--- src/hdl/airq_pkg.sv ---
package airq_pkg;
    // ****************************************
    // Register indices (byte address = 4 x index)
    // ****************************************
    localparam logic [7:0] IDX_ENABLE_CLEAR = 8'h16;
    localparam logic [7:0] IDX_ENABLE_SET = 8'h17;
    localparam logic [7:0] IDX_FLAGS = 8'h18;
    localparam logic [7:0] IDX_STATUS = 8'h19;
    localparam logic [7:0] IDX_RESULT = 8'h1a;
    localparam logic [7:0] IDX_WIN_LOW = 8'h1c;
    localparam logic [7:0] IDX_CONTROL_SECOND = 8'h30;
    localparam int ADDR_LSB = 2;

    // ****************************************
    // Field positions
    // ****************************************
    localparam int BIT_RESULT_VALID = 0;
    localparam int BIT_OVERRUN = 1;
    localparam int BIT_WINDOW_MATCH = 2;
    localparam int BIT_SYNC_DONE = 3;
    localparam int NUM_SRC = 4;
    localparam int BIT_SYNC_PENDING = 7;
    localparam int BIT_LEFT_JUSTIFY = 0;
    localparam int BIT_WINDOW_ENABLE = 1;
    localparam int RAW_BITS = 12;

    // ****************************************
    // Reset values
    // ****************************************
    localparam logic [3:0] RST_ENABLE = 4'h0;
    localparam logic [3:0] RST_FLAGS = 4'h0;
    localparam logic [15:0] RST_RESULT = 16'h0000;
    localparam logic [15:0] RST_WIN_LOW = 16'h0000;
    localparam logic [1:0] RST_CONTROL = 2'h0;

    // ****************************************
    // Timing: register synchronisation time
    // ****************************************
    localparam int CLK_PERIOD_NS = 4;
    localparam int SYNC_TIME_NS = 12;
    localparam int SYNC_CYCLES = (SYNC_TIME_NS + CLK_PERIOD_NS - 1) / CLK_PERIOD_NS;

    // ****************************************
    // Bus answers
    // ****************************************
    localparam logic [1:0] RESP_OKAY = 2'b00;
    localparam logic [1:0] RESP_SLVERR = 2'b10;
endpackage

--- src/hdl/airq_justify.sv ---
`timescale 1ns/10ps
`default_nettype none
module airq_justify
    import airq_pkg::*;
(
    // Raw value from the converter core
    input wire logic [15:0] raw,
    input wire logic oversample,
    // Placement control
    input wire logic left_justify,
    // Placed value
    output logic [15:0] placed
);
    // Place the 12-bit value, or pass the accumulated value whole
    always_comb begin
        if (oversample) begin
            placed = raw;
        end else if (left_justify) begin
            placed = {raw[RAW_BITS-1:0], 4'h0};
        end else begin
            placed = {4'h0, raw[RAW_BITS-1:0]};
        end
    end
endmodule
`default_nettype wire

--- src/hdl/airq_syncmon.sv ---
`timescale 1ns/10ps
`default_nettype none
module airq_syncmon
    import airq_pkg::*;
#(
    parameter int CYCLES = SYNC_CYCLES
)
(
    // Clock and reset
    input wire logic ref_clk,
    input wire logic rst_b,
    // Starts of synchronisation
    input wire logic start_loud,
    input wire logic start_quiet,
    // Status
    output logic busy,
    output logic done
);
    logic [7:0] count;
    logic quiet;

    // Busy counter, restarted by any start
    always_ff @(posedge ref_clk or negedge rst_b) begin
        if (!rst_b) begin
            count <= 8'h00;
        end else if (start_loud || start_quiet) begin
            count <= 8'(CYCLES);
        end else if (count != 8'h00) begin
            count <= count - 8'h01;
        end
    end

    // Remember whether the running sync is quiet
    always_ff @(posedge ref_clk or negedge rst_b) begin
        if (!rst_b) begin
            quiet <= 1'b0;
        end else if (start_quiet) begin
            quiet <= 1'b1;
        end else if (start_loud) begin
            quiet <= 1'b0;
        end
    end

    assign busy = (count != 8'h00);
    // Falling edge of busy, suppressed for quiet syncs
    assign done = (count == 8'h01) && !start_loud && !start_quiet && !quiet;
endmodule
`default_nettype wire

--- src/hdl/airq_regs.sv ---
// Notes on behaviour
// - Writing one to an enable-clear bit disables that source and drops its request.
// - Writing one to an enable-set bit enables that source; zeros ignored.
// - Enable-set and enable-clear read back the same enable bits.
// - Each source requests an interrupt while its flag and enable are both one.
// - The four low flag bits clear on writing one; zero writes do nothing.
// - sync_done sets when sync_pending falls, unless enable or soft reset began it.
// - window_match sets the cycle after a result meets the window condition.
// - overrun sets when a new result lands before the old one was read.
// - result_valid sets when a new result becomes readable.
// - Status bit 7 shows sync_pending, read only, high during synchronisation.
// - Reserved bits read zero; software writes them as zero.
// - Result register is 16-bit, read only, resets to zero.
// - Single-ended unaveraged results are 12 bits, placed per left_justify.
// - Left-justified: upper eight bits in [15:8], low four bits in [7:4].
// - Right-justified without oversampling: result in [11:0].
// - With oversampling the accumulated value spans [15:0].
// - window_low_limit is the lower threshold for the window monitor.
`timescale 1ns/10ps
`default_nettype none
module airq_regs
    import airq_pkg::*;
#(
    parameter int SYNC_LEN = SYNC_CYCLES
)
(
    // Clock and reset
    input wire logic ref_clk,
    input wire logic rst_b,
    // AXI4-Lite write address
    input wire logic s_axi_awvalid,
    output logic s_axi_awready,
    input wire logic [9:0] s_axi_awaddr,
    input wire logic [2:0] s_axi_awprot,
    // AXI4-Lite write data
    input wire logic s_axi_wvalid,
    output logic s_axi_wready,
    input wire logic [31:0] s_axi_wdata,
    input wire logic [3:0] s_axi_wstrb,
    // AXI4-Lite write response
    output logic s_axi_bvalid,
    input wire logic s_axi_bready,
    output logic [1:0] s_axi_bresp,
    // AXI4-Lite read address
    input wire logic s_axi_arvalid,
    output logic s_axi_arready,
    input wire logic [9:0] s_axi_araddr,
    input wire logic [2:0] s_axi_arprot,
    // AXI4-Lite read data
    output logic s_axi_rvalid,
    input wire logic s_axi_rready,
    output logic [31:0] s_axi_rdata,
    output logic [1:0] s_axi_rresp,
    // Converter core events
    input wire logic conv_done,
    input wire logic [15:0] conv_raw,
    input wire logic oversample,
    input wire logic module_enable_start,
    input wire logic soft_reset_start,
    // Control towards the converter core
    output logic left_justify,
    output logic window_enable,
    output logic [15:0] window_low_limit,
    output logic sync_pending,
    // Interrupts
    output logic [3:0] irq_req,
    output logic irq
);
    // ****************************************
    // Storage
    // ****************************************
    logic [3:0] irq_enable;
    logic [3:0] irq_flags;
    logic [15:0] conversion_result;
    logic result_unread;
    logic match_seen;
    logic [1:0] control_second;

    // Write channel holding
    logic aw_held;
    logic w_held;
    logic [7:0] aw_index;
    logic [31:0] w_data;
    logic [3:0] w_strb;
    logic write_fire;
    logic write_hit;

    // Read side decode
    logic read_fire;
    logic [7:0] ar_index;
    logic result_read;

    // Event strobes
    logic [3:0] set_ev;
    logic [3:0] clr_flag;
    logic [3:0] set_en;
    logic [3:0] clr_en;
    logic [15:0] placed;
    logic window_hit;
    logic sync_done_ev;
    logic win_low_write;

    // ****************************************
    // Write channel
    // ****************************************
    assign s_axi_awready = !aw_held && !s_axi_bvalid;
    assign s_axi_wready = !w_held && !s_axi_bvalid;
    assign write_fire = aw_held && w_held && !s_axi_bvalid;

    // Capture write address
    always_ff @(posedge ref_clk or negedge rst_b) begin
        if (!rst_b) begin
            aw_held <= 1'b0;
            aw_index <= 8'h00;
        end else if (s_axi_awvalid && s_axi_awready) begin
            aw_held <= 1'b1;
            aw_index <= s_axi_awaddr[9:ADDR_LSB];
        end else if (write_fire) begin
            aw_held <= 1'b0;
        end
    end

    // Capture write data
    always_ff @(posedge ref_clk or negedge rst_b) begin
        if (!rst_b) begin
            w_held <= 1'b0;
            w_data <= 32'h0000_0000;
            w_strb <= 4'h0;
        end else if (s_axi_wvalid && s_axi_wready) begin
            w_held <= 1'b1;
            w_data <= s_axi_wdata;
            w_strb <= s_axi_wstrb;
        end else if (write_fire) begin
            w_held <= 1'b0;
        end
    end

    // Decode which registers accept a write
    always_comb begin
        case (aw_index)
            IDX_ENABLE_CLEAR, IDX_ENABLE_SET, IDX_FLAGS, IDX_STATUS,
            IDX_RESULT, IDX_WIN_LOW, IDX_CONTROL_SECOND: write_hit = 1'b1;
            default: write_hit = 1'b0;
        endcase
    end

    // Write response
    always_ff @(posedge ref_clk or negedge rst_b) begin
        if (!rst_b) begin
            s_axi_bvalid <= 1'b0;
            s_axi_bresp <= RESP_OKAY;
        end else if (write_fire) begin
            s_axi_bvalid <= 1'b1;
            s_axi_bresp <= write_hit ? RESP_OKAY : RESP_SLVERR;
        end else if (s_axi_bready) begin
            s_axi_bvalid <= 1'b0;
        end
    end

    // Write strobes, low byte lane; the lower threshold uses either of the low two lanes
    assign set_en = (write_fire && aw_index == IDX_ENABLE_SET && w_strb[0]) ?
        w_data[3:0] : 4'h0;
    assign clr_en = (write_fire && aw_index == IDX_ENABLE_CLEAR && w_strb[0]) ?
        w_data[3:0] : 4'h0;
    assign clr_flag = (write_fire && aw_index == IDX_FLAGS && w_strb[0]) ?
        w_data[3:0] : 4'h0;
    assign win_low_write = write_fire && aw_index == IDX_WIN_LOW && (|w_strb[1:0]);

    // ****************************************
    // Enables, shared by set and clear views
    // ****************************************
    always_ff @(posedge ref_clk or negedge rst_b) begin
        if (!rst_b) begin
            irq_enable <= RST_ENABLE;
        end else begin
            irq_enable <= (irq_enable | set_en) & ~clr_en;
        end
    end

    // ****************************************
    // Control registers
    // ****************************************
    always_ff @(posedge ref_clk or negedge rst_b) begin
        if (!rst_b) begin
            control_second <= RST_CONTROL;
        end else if (write_fire && aw_index == IDX_CONTROL_SECOND && w_strb[0]) begin
            control_second <= w_data[1:0];
        end
    end

    assign left_justify = control_second[BIT_LEFT_JUSTIFY];
    assign window_enable = control_second[BIT_WINDOW_ENABLE];

    // Lower threshold, byte-lane writable
    always_ff @(posedge ref_clk or negedge rst_b) begin
        if (!rst_b) begin
            window_low_limit <= RST_WIN_LOW;
        end else if (win_low_write) begin
            if (w_strb[0]) begin
                window_low_limit[7:0] <= w_data[7:0];
            end
            if (w_strb[1]) begin
                window_low_limit[15:8] <= w_data[15:8];
            end
        end
    end

    // ****************************************
    // Register synchronisation tracking
    // ****************************************
    airq_syncmon #(
        .CYCLES(SYNC_LEN)
    ) u_syncmon (
        .ref_clk(ref_clk),
        .rst_b(rst_b),
        .start_loud(win_low_write),
        .start_quiet(module_enable_start || soft_reset_start),
        .busy(sync_pending),
        .done(sync_done_ev)
    );

    // ****************************************
    // Result path
    // ****************************************
    airq_justify u_justify (
        .raw(conv_raw),
        .oversample(oversample),
        .left_justify(left_justify),
        .placed(placed)
    );

    // Result register loads on each completed conversion
    always_ff @(posedge ref_clk or negedge rst_b) begin
        if (!rst_b) begin
            conversion_result <= RST_RESULT;
        end else if (conv_done) begin
            conversion_result <= placed;
        end
    end

    // Unread tracking; a fresh result wins over a read in the same cycle
    always_ff @(posedge ref_clk or negedge rst_b) begin
        if (!rst_b) begin
            result_unread <= 1'b0;
        end else if (conv_done) begin
            result_unread <= 1'b1;
        end else if (result_read) begin
            result_unread <= 1'b0;
        end
    end

    // Window monitor: result at or above the lower threshold
    assign window_hit = conv_done && window_enable && (placed >= window_low_limit);

    // Delay the match by one cycle before it reaches the flag
    always_ff @(posedge ref_clk or negedge rst_b) begin
        if (!rst_b) begin
            match_seen <= 1'b0;
        end else begin
            match_seen <= window_hit;
        end
    end

    // ****************************************
    // Flags: set wins over clear
    // ****************************************
    always_comb begin
        set_ev = 4'h0;
        set_ev[BIT_RESULT_VALID] = conv_done;
        set_ev[BIT_OVERRUN] = conv_done && result_unread;
        set_ev[BIT_WINDOW_MATCH] = match_seen;
        set_ev[BIT_SYNC_DONE] = sync_done_ev;
    end

    always_ff @(posedge ref_clk or negedge rst_b) begin
        if (!rst_b) begin
            irq_flags <= RST_FLAGS;
        end else begin
            irq_flags <= (irq_flags & ~clr_flag) | set_ev;
        end
    end

    // Per-source requests and the combined line
    assign irq_req = irq_flags & irq_enable;
    assign irq = |irq_req;

    // ****************************************
    // Read channel
    // ****************************************
    assign s_axi_arready = !s_axi_rvalid;
    assign read_fire = s_axi_arvalid && s_axi_arready;
    assign ar_index = s_axi_araddr[9:ADDR_LSB];
    assign result_read = read_fire && ar_index == IDX_RESULT;

    // Read data, reserved bits zero
    always_ff @(posedge ref_clk or negedge rst_b) begin
        if (!rst_b) begin
            s_axi_rvalid <= 1'b0;
            s_axi_rdata <= 32'h0000_0000;
            s_axi_rresp <= RESP_OKAY;
        end else if (read_fire) begin
            s_axi_rvalid <= 1'b1;
            s_axi_rresp <= RESP_OKAY;
            s_axi_rdata <= 32'h0000_0000;
            case (ar_index)
                IDX_ENABLE_CLEAR, IDX_ENABLE_SET: begin
                    s_axi_rdata[3:0] <= irq_enable;
                end
                IDX_FLAGS: begin
                    s_axi_rdata[3:0] <= irq_flags;
                end
                IDX_STATUS: begin
                    s_axi_rdata[BIT_SYNC_PENDING] <= sync_pending;
                end
                IDX_RESULT: begin
                    s_axi_rdata[15:0] <= conversion_result;
                end
                IDX_WIN_LOW: begin
                    s_axi_rdata[15:0] <= window_low_limit;
                end
                IDX_CONTROL_SECOND: begin
                    s_axi_rdata[1:0] <= control_second;
                end
                default: begin
                    s_axi_rresp <= RESP_SLVERR;
                end
            endcase
        end else if (s_axi_rready) begin
            s_axi_rvalid <= 1'b0;
        end
    end

    // Protection bits carry no meaning here
    logic prot_unused;
    assign prot_unused = ^{s_axi_awprot, s_axi_arprot, w_strb[3:2]};
endmodule
`default_nettype wire

--- config.mk ---
export PLATFORM = sky130hd
export DESIGN_NAME = airq_regs
export DESIGN_NICKNAME = d
export VERILOG_FILES = /design/src/hdl/airq_pkg.sv /design/src/hdl/airq_justify.sv /design/src/hdl/airq_syncmon.sv /design/src/hdl/airq_regs.sv
export SDC_FILE = /design/constraint.sdc
export NUM_CORES = 1
export LEC_CHECK = 0
export BUFFER_PORTS_ARGS = -buffer_cell sky130_fd_sc_hd__buf_2
export CAP_MARGIN = 5
export CORE_MARGIN = 2
export CORE_UTILIZATION = 52
export DETAILED_ROUTE_END_ITERATION = 12
export HOLD_SLACK_MARGIN = 0.06
export PLACE_DENSITY = 0.8
export RECOVER_POWER = 50
export SLEW_MARGIN = 20
export SYNTH_ARGS = -nofsm -noshare
export SYNTH_HDL_FRONTEND = slang
export SYNTH_HIERARCHICAL = 1
export SYNTH_SLANG_ARGS = --single-unit
--- constraint.sdc ---
create_clock -name ref_clk -period 3.2 [get_ports ref_clk]
set_clock_uncertainty 0.2 [all_clocks]
set_input_delay 0.96 -clock ref_clk [delete_from_list [all_inputs] [get_ports ref_clk]]
set_output_delay 0.96 -clock ref_clk [all_outputs]
set_load 0.02 [all_outputs]
; ---- Yosys cells after proc, flatten, opt, wreduce, memory -nomap -nowiden
; Cells that the tools add are included.
; Widths: inputs -> output; s select.
[word_totals]
regBits = 103
input_bits = 89
wordCells = 118
[classes]
addsub = 1
magnitude_cmp = 1
n_eq_ne = 15
muxes = 26
bitwise_logic = 7
n_reduce_logical = 48
[ops]
columns = op, n
row1 = $eq 8x5->1 const B, 12
row2 = $mux 16, 2
row3 = $logic_and 1x1->1, 24
row4 = $eq 8x6->1 const B, 2
row5 = $ge 16x16->1, 1
row6 = $mux 8, 2
row7 = $pmux 8 s2, 1
row8 = $reduce_bool 2->1, 7
row9 = $reduce_or 7->1, 2
row10 = $and 4x4->4, 3
row11 = $mux 1, 12
row12 = $mux 4, 3
row13 = $pmux 2 s5, 1
row14 = $eq 8x1->1 const B, 1
row15 = $not 4->4, 2
row16 = $or 4x4->4, 2
row17 = $pmux 2 s4, 1
row18 = $reduce_bool 8->1, 1
row19 = $sub 8x1->8 const B, 1
row20 = $logic_not 1->1, 7
row21 = $pmux 3 s2, 1
row22 = $mux 2, 2
row23 = $reduce_and 2->1, 2
row24 = $reduce_or 2->1, 2
row25 = 3 further kinds, 4

; ---- Depth between registers and ports, before layout
; Gate-level depths: netlist (run 1).
[depth]
depth_word = 9
depth_mapped = 10
depth_no_buf = 8

; ---- By module
; The synthesis (run 1) kept the hierarchy.
[by_module_without_submodules]
columns = mod, instances, cells_per_inst, area_each_um2, seq_area_each_um2
row1 = airq_regs, 1, 403, 4545.6, 2302.2
row2 = airq_syncmon, 1, 56, 529.3, 225.2
row3 = airq_justify, 1, 23, 220.2, 0.0

; ---- Worst setup path before layout (run 1)
; OpenSTA, ideal clock, no wires.
[synth_path]
path_kind = input to register
from = input port oversample
to = register match_seen
setup_time_ns = 0.130
arrival_time_ns = 2.477
required_ns = 2.870
path_slack_ns = 0.393
cell_stages = 10
path_buffers = 2
cell_sequence = nor2b_2 -> buf_6 -> buf_8 -> and2b_2 -> inv_1 -> ha_1 -> nand2b_1 -> a2111oi_0 -> o31a_1 -> o21ai_0
[synth_between]
elab_chain_cells = 3
[synth_rtl]
columns = item, line_no
row1 = start: declaration, airq_regs.sv:57  ; input wire logic oversample,
row2 = $mux 16, airq_justify.sv:16  ; if (oversample) begin
row3 = via placed[0], airq_regs.sv:98  ; logic [15:0] placed;
row4 = $ge 16x16->1, airq_regs.sv:253  ; assign window_hit = conv_done && window_enable && (placed >= window_low_limit);
row5 = $logic_and 1x1->1, airq_regs.sv:253
row6 = via window_hit, airq_regs.sv:99  ; logic window_hit;
row7 = end signal: assignment, airq_regs.sv:260  ; match_seen <= window_hit;
row8 = end: declaration, airq_regs.sv:76  ; logic match_seen;
; The timed path passes the listed nets, and every way through them passes these cells.
; A chain may end at the register's enable or synchronous reset.

; ---- Final worst setup path (run 1)
[layout_path]
from = register u_syncmon.count[0]
to = output port sync_pending
[layout_between]
elab_chain_cells = 1
[layout_rtl]
columns = item, line_no
row1 = start: declaration, airq_syncmon.sv:19  ; logic [7:0] count;
row2 = start signal: assignment, airq_syncmon.sv:27  ; count <= 8'(CYCLES);
row3 = start signal: assignment, airq_syncmon.sv:29  ; count <= count - 8'h01;
row4 = $reduce_bool 8->1, airq_syncmon.sv:44  ; assign busy = (count != 8'h00);
row5 = end: declaration, airq_regs.sv:64  ; output logic sync_pending,
; No other way between the ends.

==> results of run 1 <==
through the flow:
| step | hold slack, ns | utilization [%] | instance area, µm² | std cells |
|---|---|---|---|---|
| after floorplan | 0.226 | - | 5360 | 499 |
| after global placement | 0.232 | 60.1 | 5900 | 711 |
| after detailed placement | 0.249 | 60.1 | 5900 | 711 |
| after CTS | 0.260 | 62.4 | 6130 | 727 |
| after global routing | 0.284 | 62.0 | 6090 | 727 |
| final | 0.257 | 62.0 | 6090 | 727 |
worst reg2reg max path, delay by kind of cell (launching register included):
kind / cells / cell delay [ns]
buf+inv: 1 / 0.19
compound gates: 1 / 0.23
fa+ha+maj: 1 / 0.30
mux: 1 / 0.32
flops: 1 / 0.38
simple gates: 3 / 0.69
metal layers:
layer | GRT usage, % | routed length, µm
met4 | 7.62 | 222
met2 | 36.6 | 5830
met1 | 30.6 | 5380
met3 | 3.74 | 515
met5 | 0 | 0
power by group:
group	switching, mW	total [mW]	internal (mW)	leakage (nW)
Combinational	0.473	0.878	0.405	1.57
Sequential	0.228	1.76	1.53	1.28
Clock	0.419	0.901	0.481	0.116
kinds of logic after synthesis:
logic type | synth area share, %
AO/OA/AOI/OAI | 9.62
XOR/XNOR | 0.496
adder cells (fa/ha/maj) | 4.68
buffers and inverters | 7.07
flip-flops | 47.7
multiplexers | 15.8
other | 0.0708
AND/OR/NAND/NOR | 14.5
registers in the layout, indices dropped and copies added, names as in the netlist:
signal,count
w_data,16
s_axi_rvalid,1
irq_flags,4
w_strb,2
s_axi_rdata,16
u_syncmon/quiet,1
aw_held,1
u_syncmon/count,8
control_second,2
w_held,1
s_axi_bresp,1
result_unread,1
aw_index,8
match_seen,1
s_axi_bvalid,1
irq_enable,4
conversion_result,16
window_low_limit,16
s_axi_rresp,1
area by class of cell:
cell class	count	share of cell area, %
well taps	133	2.73
flip-flops and latches	101	41.5
clock buffers	12	2.55
clock inverters	4	1.15
repair buffers	115	9.51
inverters	35	2.16
multi-input cells	327	40.4
final timing paths:
kind                            cells after the start  slack [ns]            to          startpoint
worst max-delay path                                5        0.21  sync_pending  u_syncmon/count[0]
worst min-delay path                                1        0.26  irq_flags[2]           w_data[2]
worst max register to register                      7        0.78    match_seen   control_second[0]
worst min register to register                      1        0.26  irq_flags[2]           w_data[2]
max in group asynchronous                           2        0.61     w_strb[0]               rst_b
min in group asynchronous                           1        0.55    w_data[11]               rst_b
cells in the final DEF, fill, tap and decap left out, types with 4 or more instances in the layout:
master      n
nor2_1     26
buf_4       4
dfrtp_1   101
nor3_1      5
a22oi_1    15
clkbuf_8   11
clkbuf_1    6
ha_1       19
mux2_2     54
nand4_1     4
buf_2     104
o21ai_0    17
and2b_2     4
a21oi_1    18
nand3b_1    4
inv_1      35
conb_1     18
mux2i_1     5
nand2_1    45
nor4_1      8
nand2b_1    4
mux2_4     12
and2_1      4
a31oi_1     8
repair_timing:
action | 4_1_cts | 5_1_grt
hold buffers | 0 | 0
resized for setup | 1 | 0
endpoints found under the setup margin | 1 | 0
==> results.py, run 1 <==
metrics = {
    "outcome": {
        "status": "complete, no violations",
    },
    "drt": {
        "drtPass1Iterations": 4,
        "drtIter0Drc": 176,
        "wl_per_cell_um": 16.4,
        "vias": 3980,
        "viasPerCell": 5.47,
        "wl_um": 11900,
        "drc": 0,
        "ant_nets": 0,
    },
    "logic_synthesis": {
        "yosys_warnings": 6,
        "synthTopCellsByArea": "dfrtp_1 (48%), mux2_2 (11%), ha_1 (4.5%)",
        "syn_avg_cell_area_um2": 11.0,
        "synth_top_area_share_pct": 47.7,
        "syn_area_um2": 5300,
        "synth_flop_cell": "dfrtp_1",
        "ys_types": 61,
        "ys_ff_latch": 101,
        "synth_common_cells": "dfrtp_1 (101), mux2_2 (54), nand2_1 (45), inv_1 (35), nor2_1 (26)",
        "synth_seq_area_share_pct": 47.7,
        "synth.most_common_cell": "dfrtp_1",
        "postSynthCellCount": 482,
        "synth_edf_count": 0,
        "synth_async_sr_flop_share_pct": 100,
        "synth_top_cell_by_area": "dfrtp_1",
    },
    "worst_setup_path": {
        "crit_path_end_kind": "output pin",
        "crit_family": "simple AND/OR/NAND/NOR gates",
        "critPathBufInv": 2,
        "cp-start-kind": "register",
        "worstPathCellList": "inv_1, ha_1, nor3b_2, nand2_4, buf_2",
        "crit_slowest_cell": "dfrtp_1",
        "slowest_delay_ns": 0.45,
        "critPathMaxFanout": 8,
        "crit_arrival_ns": 1.83,
        "worstSetupPathType": "register to output pin",
        "cp_data_required_time_ns": 2.04,
    },
    "placed_design": {
        "dp_hpwl_um": 8990,
        "gp_congestion": 0.913,
        "place_ws_ns": 0.0757,
        "numPortBuffers": 107,
    },
    "clocking": {
        "numCtsBuffers": 9,
        "clockRootBuffer": "clkbuf_8",
        "cts_sinks": 101,
        "cts_tree": "built",
        "clock_path_buffers": 2,
        "post_cts_buffers": 0,
        "clkTransAtPathRegs_ns": 0.09,
        "htreeDepth": 3,
        "worstSkewPairLatency_ns": 0.36,
    },
    "die": {
        "core_um2": 9820,
        "start_util_pct": 53.9,
        "ioPinCount": 154,
        "dieHeight_um": 105,
        "die-area_um2": 11000,
        "row_count": 36,
        "die_w_um": 105,
    },
    "timing": {
        "finalSetupTns_ns": 0,
        "period_needed_ns": 2.99,
        "timing.fmax_mhz": 335,
        "hold_violations": 0,
        "rsz0062_at_grt": "false",
        "finalCritPeriodShare_pct": 93.4,
        "finalMaxSlewViolations": 0,
        "tightest_slew_ns": 1.13,
        "timing.final.ws_setup_ns": 0.213,
        "maxSlewHeadroom_pct": 24.5,
        "finalSetupViolations": 0,
    },
    "pwr": {
        "ir_drop_mv": 0.430,
        "leakagePower_nw": 2.96,
        "power_density_nw_per_um2": 580,
        "p_total_mw": 3.54,
    },
    "job": {
        "cap_violations": 0,
    },
    "global_route": {
        "grt_pass1_vias": 3877,
        "grt_max_degree": 46,
        "grt_use_total_pct": 22.5,
        "antenna_found_initial": 0,
        "grt_pass1_wl_um": 19600,
        "grt.overflow.total": 0,
    },
    "cells_and_area": {
        "drive_gt1_share_pct": 35.0,
        "regArea_um2": 2530,
        "n_fill_cell": 831,
        "multi_input_area_um2": 2460,
        "areaGrowthSynthToFinish_pct": 15.1,
        "nets": 697,
        "n_antenna_cell": 0,
    },
    "min_path": {
        "hold_class": "register to register",
    },
}
No activity file was read; power rests on OpenSTA's default activity.
==> inputs of run 2 (changes only) <==
Settings changed: BUFFER_PORTS_ARGS -buffer_cell sky130_fd_sc_hd__buf_2 to default, CORE_UTILIZATION 52 to 64, DONT_BUFFER_PORTS from default to 1.
==> run 2 against run 1 <==
Effect of this change:
- worst hold slack got worse by 0.18 ns
- global-route usage increased by 3.2 points
- setup slack got worse by 0.041 ns
- critical path type unchanged
- largest power group unchanged
- highest routed layer unchanged
==> results.py, run 2 (synthesis results as in run 1) <==
metrics = {
    "outcome": {
        "status": "complete, no violations",
    },
    "worst_setup_path": {
        "reg2regPathDepth": 7,
        "crit_family": "simple AND/OR/NAND/NOR gates",
        "crit_path_end_kind": "output pin",
        "critPathMaxFanout": 8,
        "crit_start": "u_syncmon/count[0]",
        "crit_slowest_cell": "nor3b_1",
        "r2r_setup_slack_ns": 0.44,
        "slowest_delay_ns": 0.51,
        "critPathBufInv": 1,
        "r2r-end": "match_seen",
        "timing.rr.start": "control_second[0]",
        "cp-start-kind": "register",
        "worstSetupPathType": "register to output pin",
        "crit_arrival_ns": 1.87,
        "crit_cells": 4,
        "worstPathCellList": "inv_1, ha_1, nor3b_1, nand2_4",
        "cp_data_required_time_ns": 2.04,
    },
    "global_route": {
        "grt_use_total_pct": 25.7,
        "antenna_found_initial": 0,
        "grt.overflow.total": 0,
        "grt_max_degree": 102,
        "grt_pass1_wl_um": 17500,
        "grt_pass1_vias": 3562,
    },
    "die": {
        "start_util_pct": 65.1,
        "dieHeight_um": 95.0,
        "row_count": 33,
        "die_w_um": 95.0,
        "ioPinCount": 154,
        "die-area_um2": 9020,
        "core_um2": 8130,
    },
    "drt": {
        "ant_nets": 0,
        "viasPerCell": 6.10,
        "wl_um": 11400,
        "vias": 3612,
        "drc": 0,
        "drtIter0Drc": 179,
        "drtPass1Iterations": 4,
        "wl_per_cell_um": 19.2,
    },
    "timing": {
        "finalCritPeriodShare_pct": 94.6,
        "timing.fmax_mhz": 330,
        "fin_hold_ws_ns": 0.0775,
        "maxSlewHeadroom_pct": 27.9,
        "finalSetupViolations": 0,
        "finalSetupTns_ns": 0,
        "finalMaxSlewViolations": 0,
        "rsz0062_at_grt": "false",
        "tightest_slew_ns": 1.08,
        "hold_violations": 0,
        "period_needed_ns": 3.03,
    },
    "cells_and_area": {
        "n_antenna_cell": 0,
        "nets": 590,
        "mostFrequentLayoutCells": "dfrtp_1 (101), mux2_2 (54), nand2_1 (45), inv_1 (35), nor2_1 (26)",
        "final_common_cell": "dfrtp_1",
        "n_fill_cell": 629,
        "drive_gt1_share_pct": 20.1,
        "areaGrowthSynthToFinish_pct": 3.97,
    },
    "pwr": {
        "power_density_nw_per_um2": 608,
        "leakagePower_nw": 2.46,
        "ir_drop_mv": 0.446,
        "p_total_mw": 3.35,
    },
    "min_path": {
        "hold_class": "primary input to async pin",
    },
    "clocking": {
        "cts_tree": "built",
        "htreeDepth": 3,
        "worstSkewPairLatency_ns": 0.37,
        "cts_sinks": 101,
        "cts-resized-gates": 0,
        "numCtsBuffers": 9,
        "clockRootBuffer": "clkbuf_8",
        "clkTransAtPathRegs_ns": 0.10,
        "clock_path_buffers": 2,
    },
    "placed_design": {
        "numPortBuffers": 0,
        "gp_congestion": 0.915,
        "dp_hpwl_um": 8230,
    },
    "job": {
        "cap_violations": 0,
    },
}
## run 2: cell types whose count changed in the layout (fill, tap and decap cells not counted), sizes merged
cell / change
clkinv: -1
dlygate4sd3: +2
buf: -106
clkinvlp: +1
inv: +1
clkbuf: -3
bufinv: -1
## run 2: cell type report
cell class | instances | area (µm²) | area share, %
Sequential cell | 101 | 2530 | 45.9
Multi-Input combinational cell | 327 | 2450 | 44.6
Clock buffer | 12 | 155 | 2.82
Inverter | 35 | 131 | 2.39
Tap cell | 105 | 131 | 2.39
Clock inverter | 4 | 55.1 | 1.00
Timing Repair Buffer | 8 | 50.0 | 0.909
## run 2: per-layer routing
layer  routed length [µm]  vias to the layer above  GRT usage, %
met5                    0                        -             0
met4                  228                        0          9.30
met3                 1060                       20          6.70
met2                 5410                      167          41.8
met1                 4690                     1766          33.4
li1                     -                     1659             -
## run 2: what timing repair did
item | CTS | global route
buffers inserted | 0 | 0
endpoints found under the hold margin | 0 | 11
hold buffers | 0 | 2
## run 2: how the worst max path moves through the flow
| stage | to | slack (ns) |
|---|---|---|
| floorplan | match_seen | 0.39 |
| global placement | match_seen | 0.34 |
| detailed placement | match_seen | 0.27 |
| CTS | sync_pending | 0.20 |
| global route | sync_pending | 0.08 |
| finish | sync_pending | 0.17 |
## run 2: metrics by stage
step / std cells / utilization (%) / cell area, µm² / setup WS [ns]
floorplan: 499 / - / 5360 / 0.393
global placement: 574 / 65.1 / 5300 / 0.340
detailed placement: 574 / 65.1 / 5300 / 0.269
CTS: 590 / 67.7 / 5510 / 0.199
global route: 592 / 67.7 / 5510 / 0.0753
finish: 592 / 67.7 / 5510 / 0.172
## run 2: worst reg2reg max path, delay by kind of cell, from the launching register on
kind	cells	cell delay (ns)
AND/OR/NAND/NOR	3	0.79
adder cells (fa/ha/maj)	1	0.29
flip-flops	1	0.35
AO/OA/AOI/OAI	1	0.27
multiplexers	1	0.35
buffers and inverters	1	0.40
## run 2: power by group
part / internal (mW) / switching [mW] / leakage, nW
registers: 1.53 / 0.284 / 1.28
clock network: 0.409 / 0.444 / 0.103
logic: 0.338 / 0.346 / 1.08
total: 2.28 / 1.07 / 2.46
==> inputs of run 3 (changes only) <==
--- a/config.mk
+++ b/config.mk
@@ -14,4 +14,5 @@
 export PLACE_DENSITY = 0.8
 export RECOVER_POWER = 50
+export SKIP_LAST_GASP = 1
 export SLEW_MARGIN = 20
 export SYNTH_ARGS = -nofsm -noshare
==> constraint.sdc (replaced) <==
create_clock -name ref_clk -period 3.2 [get_ports ref_clk]
set_clock_uncertainty 0.2 [all_clocks]
set_input_delay 0.16 -clock ref_clk [delete_from_list [all_inputs] [get_ports ref_clk]]
set_output_delay 0.16 -clock ref_clk [all_outputs]
set_load 0.02 [all_outputs]
==> run 3 against run 2 <==
Effect of this change:
- largest power group unchanged
- critical path type is now primary input to register
- first-iteration DRC count grew 43%
- the flow now finishes with violations (capacitance limit, slew limit)
- critical endpoint is now s_axi_rdata[1]
- via count grew 9.4%
- sequential share of layout area shrank 5.0 points
- highest routed layer unchanged
==> results.py, run 3 (synthesis results as in run 1) <==
metrics = {
    "timing": {
        "hold_violations": 0,
        "timing.fmax_mhz": 351,
        "finalCritPeriodShare_pct": 89.0,
        "finalSetupViolations": 0,
        "tightest_slew_ns": 2.19,
        "maxSlewHeadroom_pct": -46.0,
        "finalSetupTns_ns": 0,
        "finalMaxSlewViolations": 102,
        "period_needed_ns": 2.85,
        "rsz0062_at_grt": "false",
    },
    "clocking": {
        "post_cts_buffers": 0,
        "clockRootBuffer": "clkbuf_8",
        "worstSkewPairLatency_ns": 0.36,
        "numCtsBuffers": 9,
        "clock_path_buffers": 2,
        "cts_sinks": 101,
        "clkTransAtPathRegs_ns": 0.10,
        "htreeDepth": 3,
        "cts_tree": "built",
    },
    "drt": {
        "wl_um": 12500,
        "viasPerCell": 6.02,
        "drc": 0,
        "wl_per_cell_um": 19.1,
        "top_layer_used": "met4",
        "wl_met2_um": 6350,
        "vias": 3952,
        "drt-met1-wl_um": 4940,
        "drtIter0Drc": 256,
        "drtPass1Iterations": 4,
        "dr_wl_met3_um": 976,
        "ant_nets": 0,
    },
    "cells_and_area": {
        "nets": 655,
        "drive_gt1_share_pct": 18.3,
        "fin_area_um2": 6180,
        "multi_input_area_um2": 2460,
        "fin_cells": 656,
        "mostFrequentLayoutCells": "dfrtp_1 (101), dlygate4sd3_1 (69), mux2_2 (54), nand2_1 (45), inv_1 (35)",
        "final_common_cell": "dfrtp_1",
        "areaGrowthSynthToFinish_pct": 16.8,
        "regArea_um2": 2530,
        "n_antenna_cell": 0,
        "n_fill_cell": 522,
    },
    "placed_design": {
        "placed_area_um2": 5280,
        "dp_hpwl_um": 8170,
        "gp_congestion": 0.888,
        "numPortBuffers": 0,
        "placed_cells": 571,
    },
    "global_route": {
        "grt_max_degree": 102,
        "grt_pass1_vias": 4121,
        "grt_use_total_pct": 29.5,
        "antenna_found_initial": 0,
        "grt_pass1_wl_um": 20200,
        "grt.overflow.total": 0,
    },
    "outcome": {
        "violations": "capacitance limit, slew limit",
        "status": "complete, but fails checks",
    },
    "pwr": {
        "leakagePower_nw": 2.75,
        "ir_drop_mv": 0.511,
        "power_density_nw_per_um2": 567,
        "p_total_mw": 3.51,
    },
    "die": {
        "row_count": 33,
        "die-area_um2": 9020,
        "start_util_pct": 65.1,
        "core_um2": 8130,
        "die_w_um": 95.0,
        "ioPinCount": 154,
        "dieHeight_um": 95.0,
    },
    "worst_setup_path": {
        "worstSetupPathType": "primary input to register",
        "crit_path_end_kind": "register",
        "critPathMaxFanout": 6,
        "crit_arrival_ns": 2.95,
        "cp-start-kind": "primary input",
        "cp_data_required_time_ns": 3.30,
    },
    "min_path": {
        "hold_class": "primary input to register",
    },
    "job": {
        "cap_violations": 1,
    },
}
[run 3: changes by cell type in the layout (fill, tap and decap cells not counted), sizes merged]
cell | before | now
buf | 2 | 4
clkbuf | 16 | 11
bufinv | 1 | 2
inv | 36 | 35
dlygate4sd3 | 2 | 69
[run 3: cell type report]
class	instances	share of cell area, %
Sequential cell	101	40.9
Multi-Input combinational cell	327	39.8
Timing Repair Buffer	73	11.6
Clock buffer	11	2.29
Inverter	35	2.12
Tap cell	105	2.12
Clock inverter	4	1.17
[run 3: per-layer routing]
metal | GRT usage [%] | vias up
met1 | 35.8 | 1946
li1 | - | 1789
met4 | 10.1 | 0
met5 | 0 | -
met2 | 52.1 | 184
met3 | 6.15 | 33
[run 3: final timing paths]
kind / start / to / slack (ns) / cells past startpoint
worst max-delay path: s_axi_araddr[7] / s_axi_rdata[1] / 0.35 / 7
worst min-delay path: conv_raw[10] / conversion_result[14] / 0.09 / 3
worst max register to register: u_syncmon/count[0] / s_axi_rdata[7] / 0.37 / 9
worst min register to register: w_data[2] / irq_flags[2] / 0.26 / 1
max in group asynchronous: rst_b / w_data[9] / 0.70 / 2
min in group asynchronous: rst_b / conversion_result[15] / 0.78 / 2
[run 3: power by group]
| group | switching [mW] | internal, mW |
|---|---|---|
| combinational | 0.406 | 0.397 |
| clock | 0.427 | 0.457 |
| sequential | 0.292 | 1.53 |
| total | 1.12 | 2.38 |
[run 3: critical path, cell delays in order]
cell,delay (ns)
dlygate4sd3_1,0.62
nor4b_1,0.53
nand2_1,0.16
a211o_1,0.27
dlygate4sd3_1,0.57
nand3_1,0.08
dlygate4sd3_1,0.55
[run 3: metrics by stage]
step,setup WS (ns),hold WS [ns],utilization (%)
final,0.353,0.0876,76.0
after global placement,0.646,-0.333,64.9
after detailed placement,0.577,-0.334,64.9
after floorplan,0.767,-0.336,-
after CTS,0.407,0.0747,76.3
after global routing,0.204,0.0916,76.0
[run 3: timing repair]
item / in CTS / in global routing
resized for setup: 0 / 0
setup endpoints to repair: 0 / 0
hold endpoints to repair: 165 / 0
hold buffers: 70 / 0
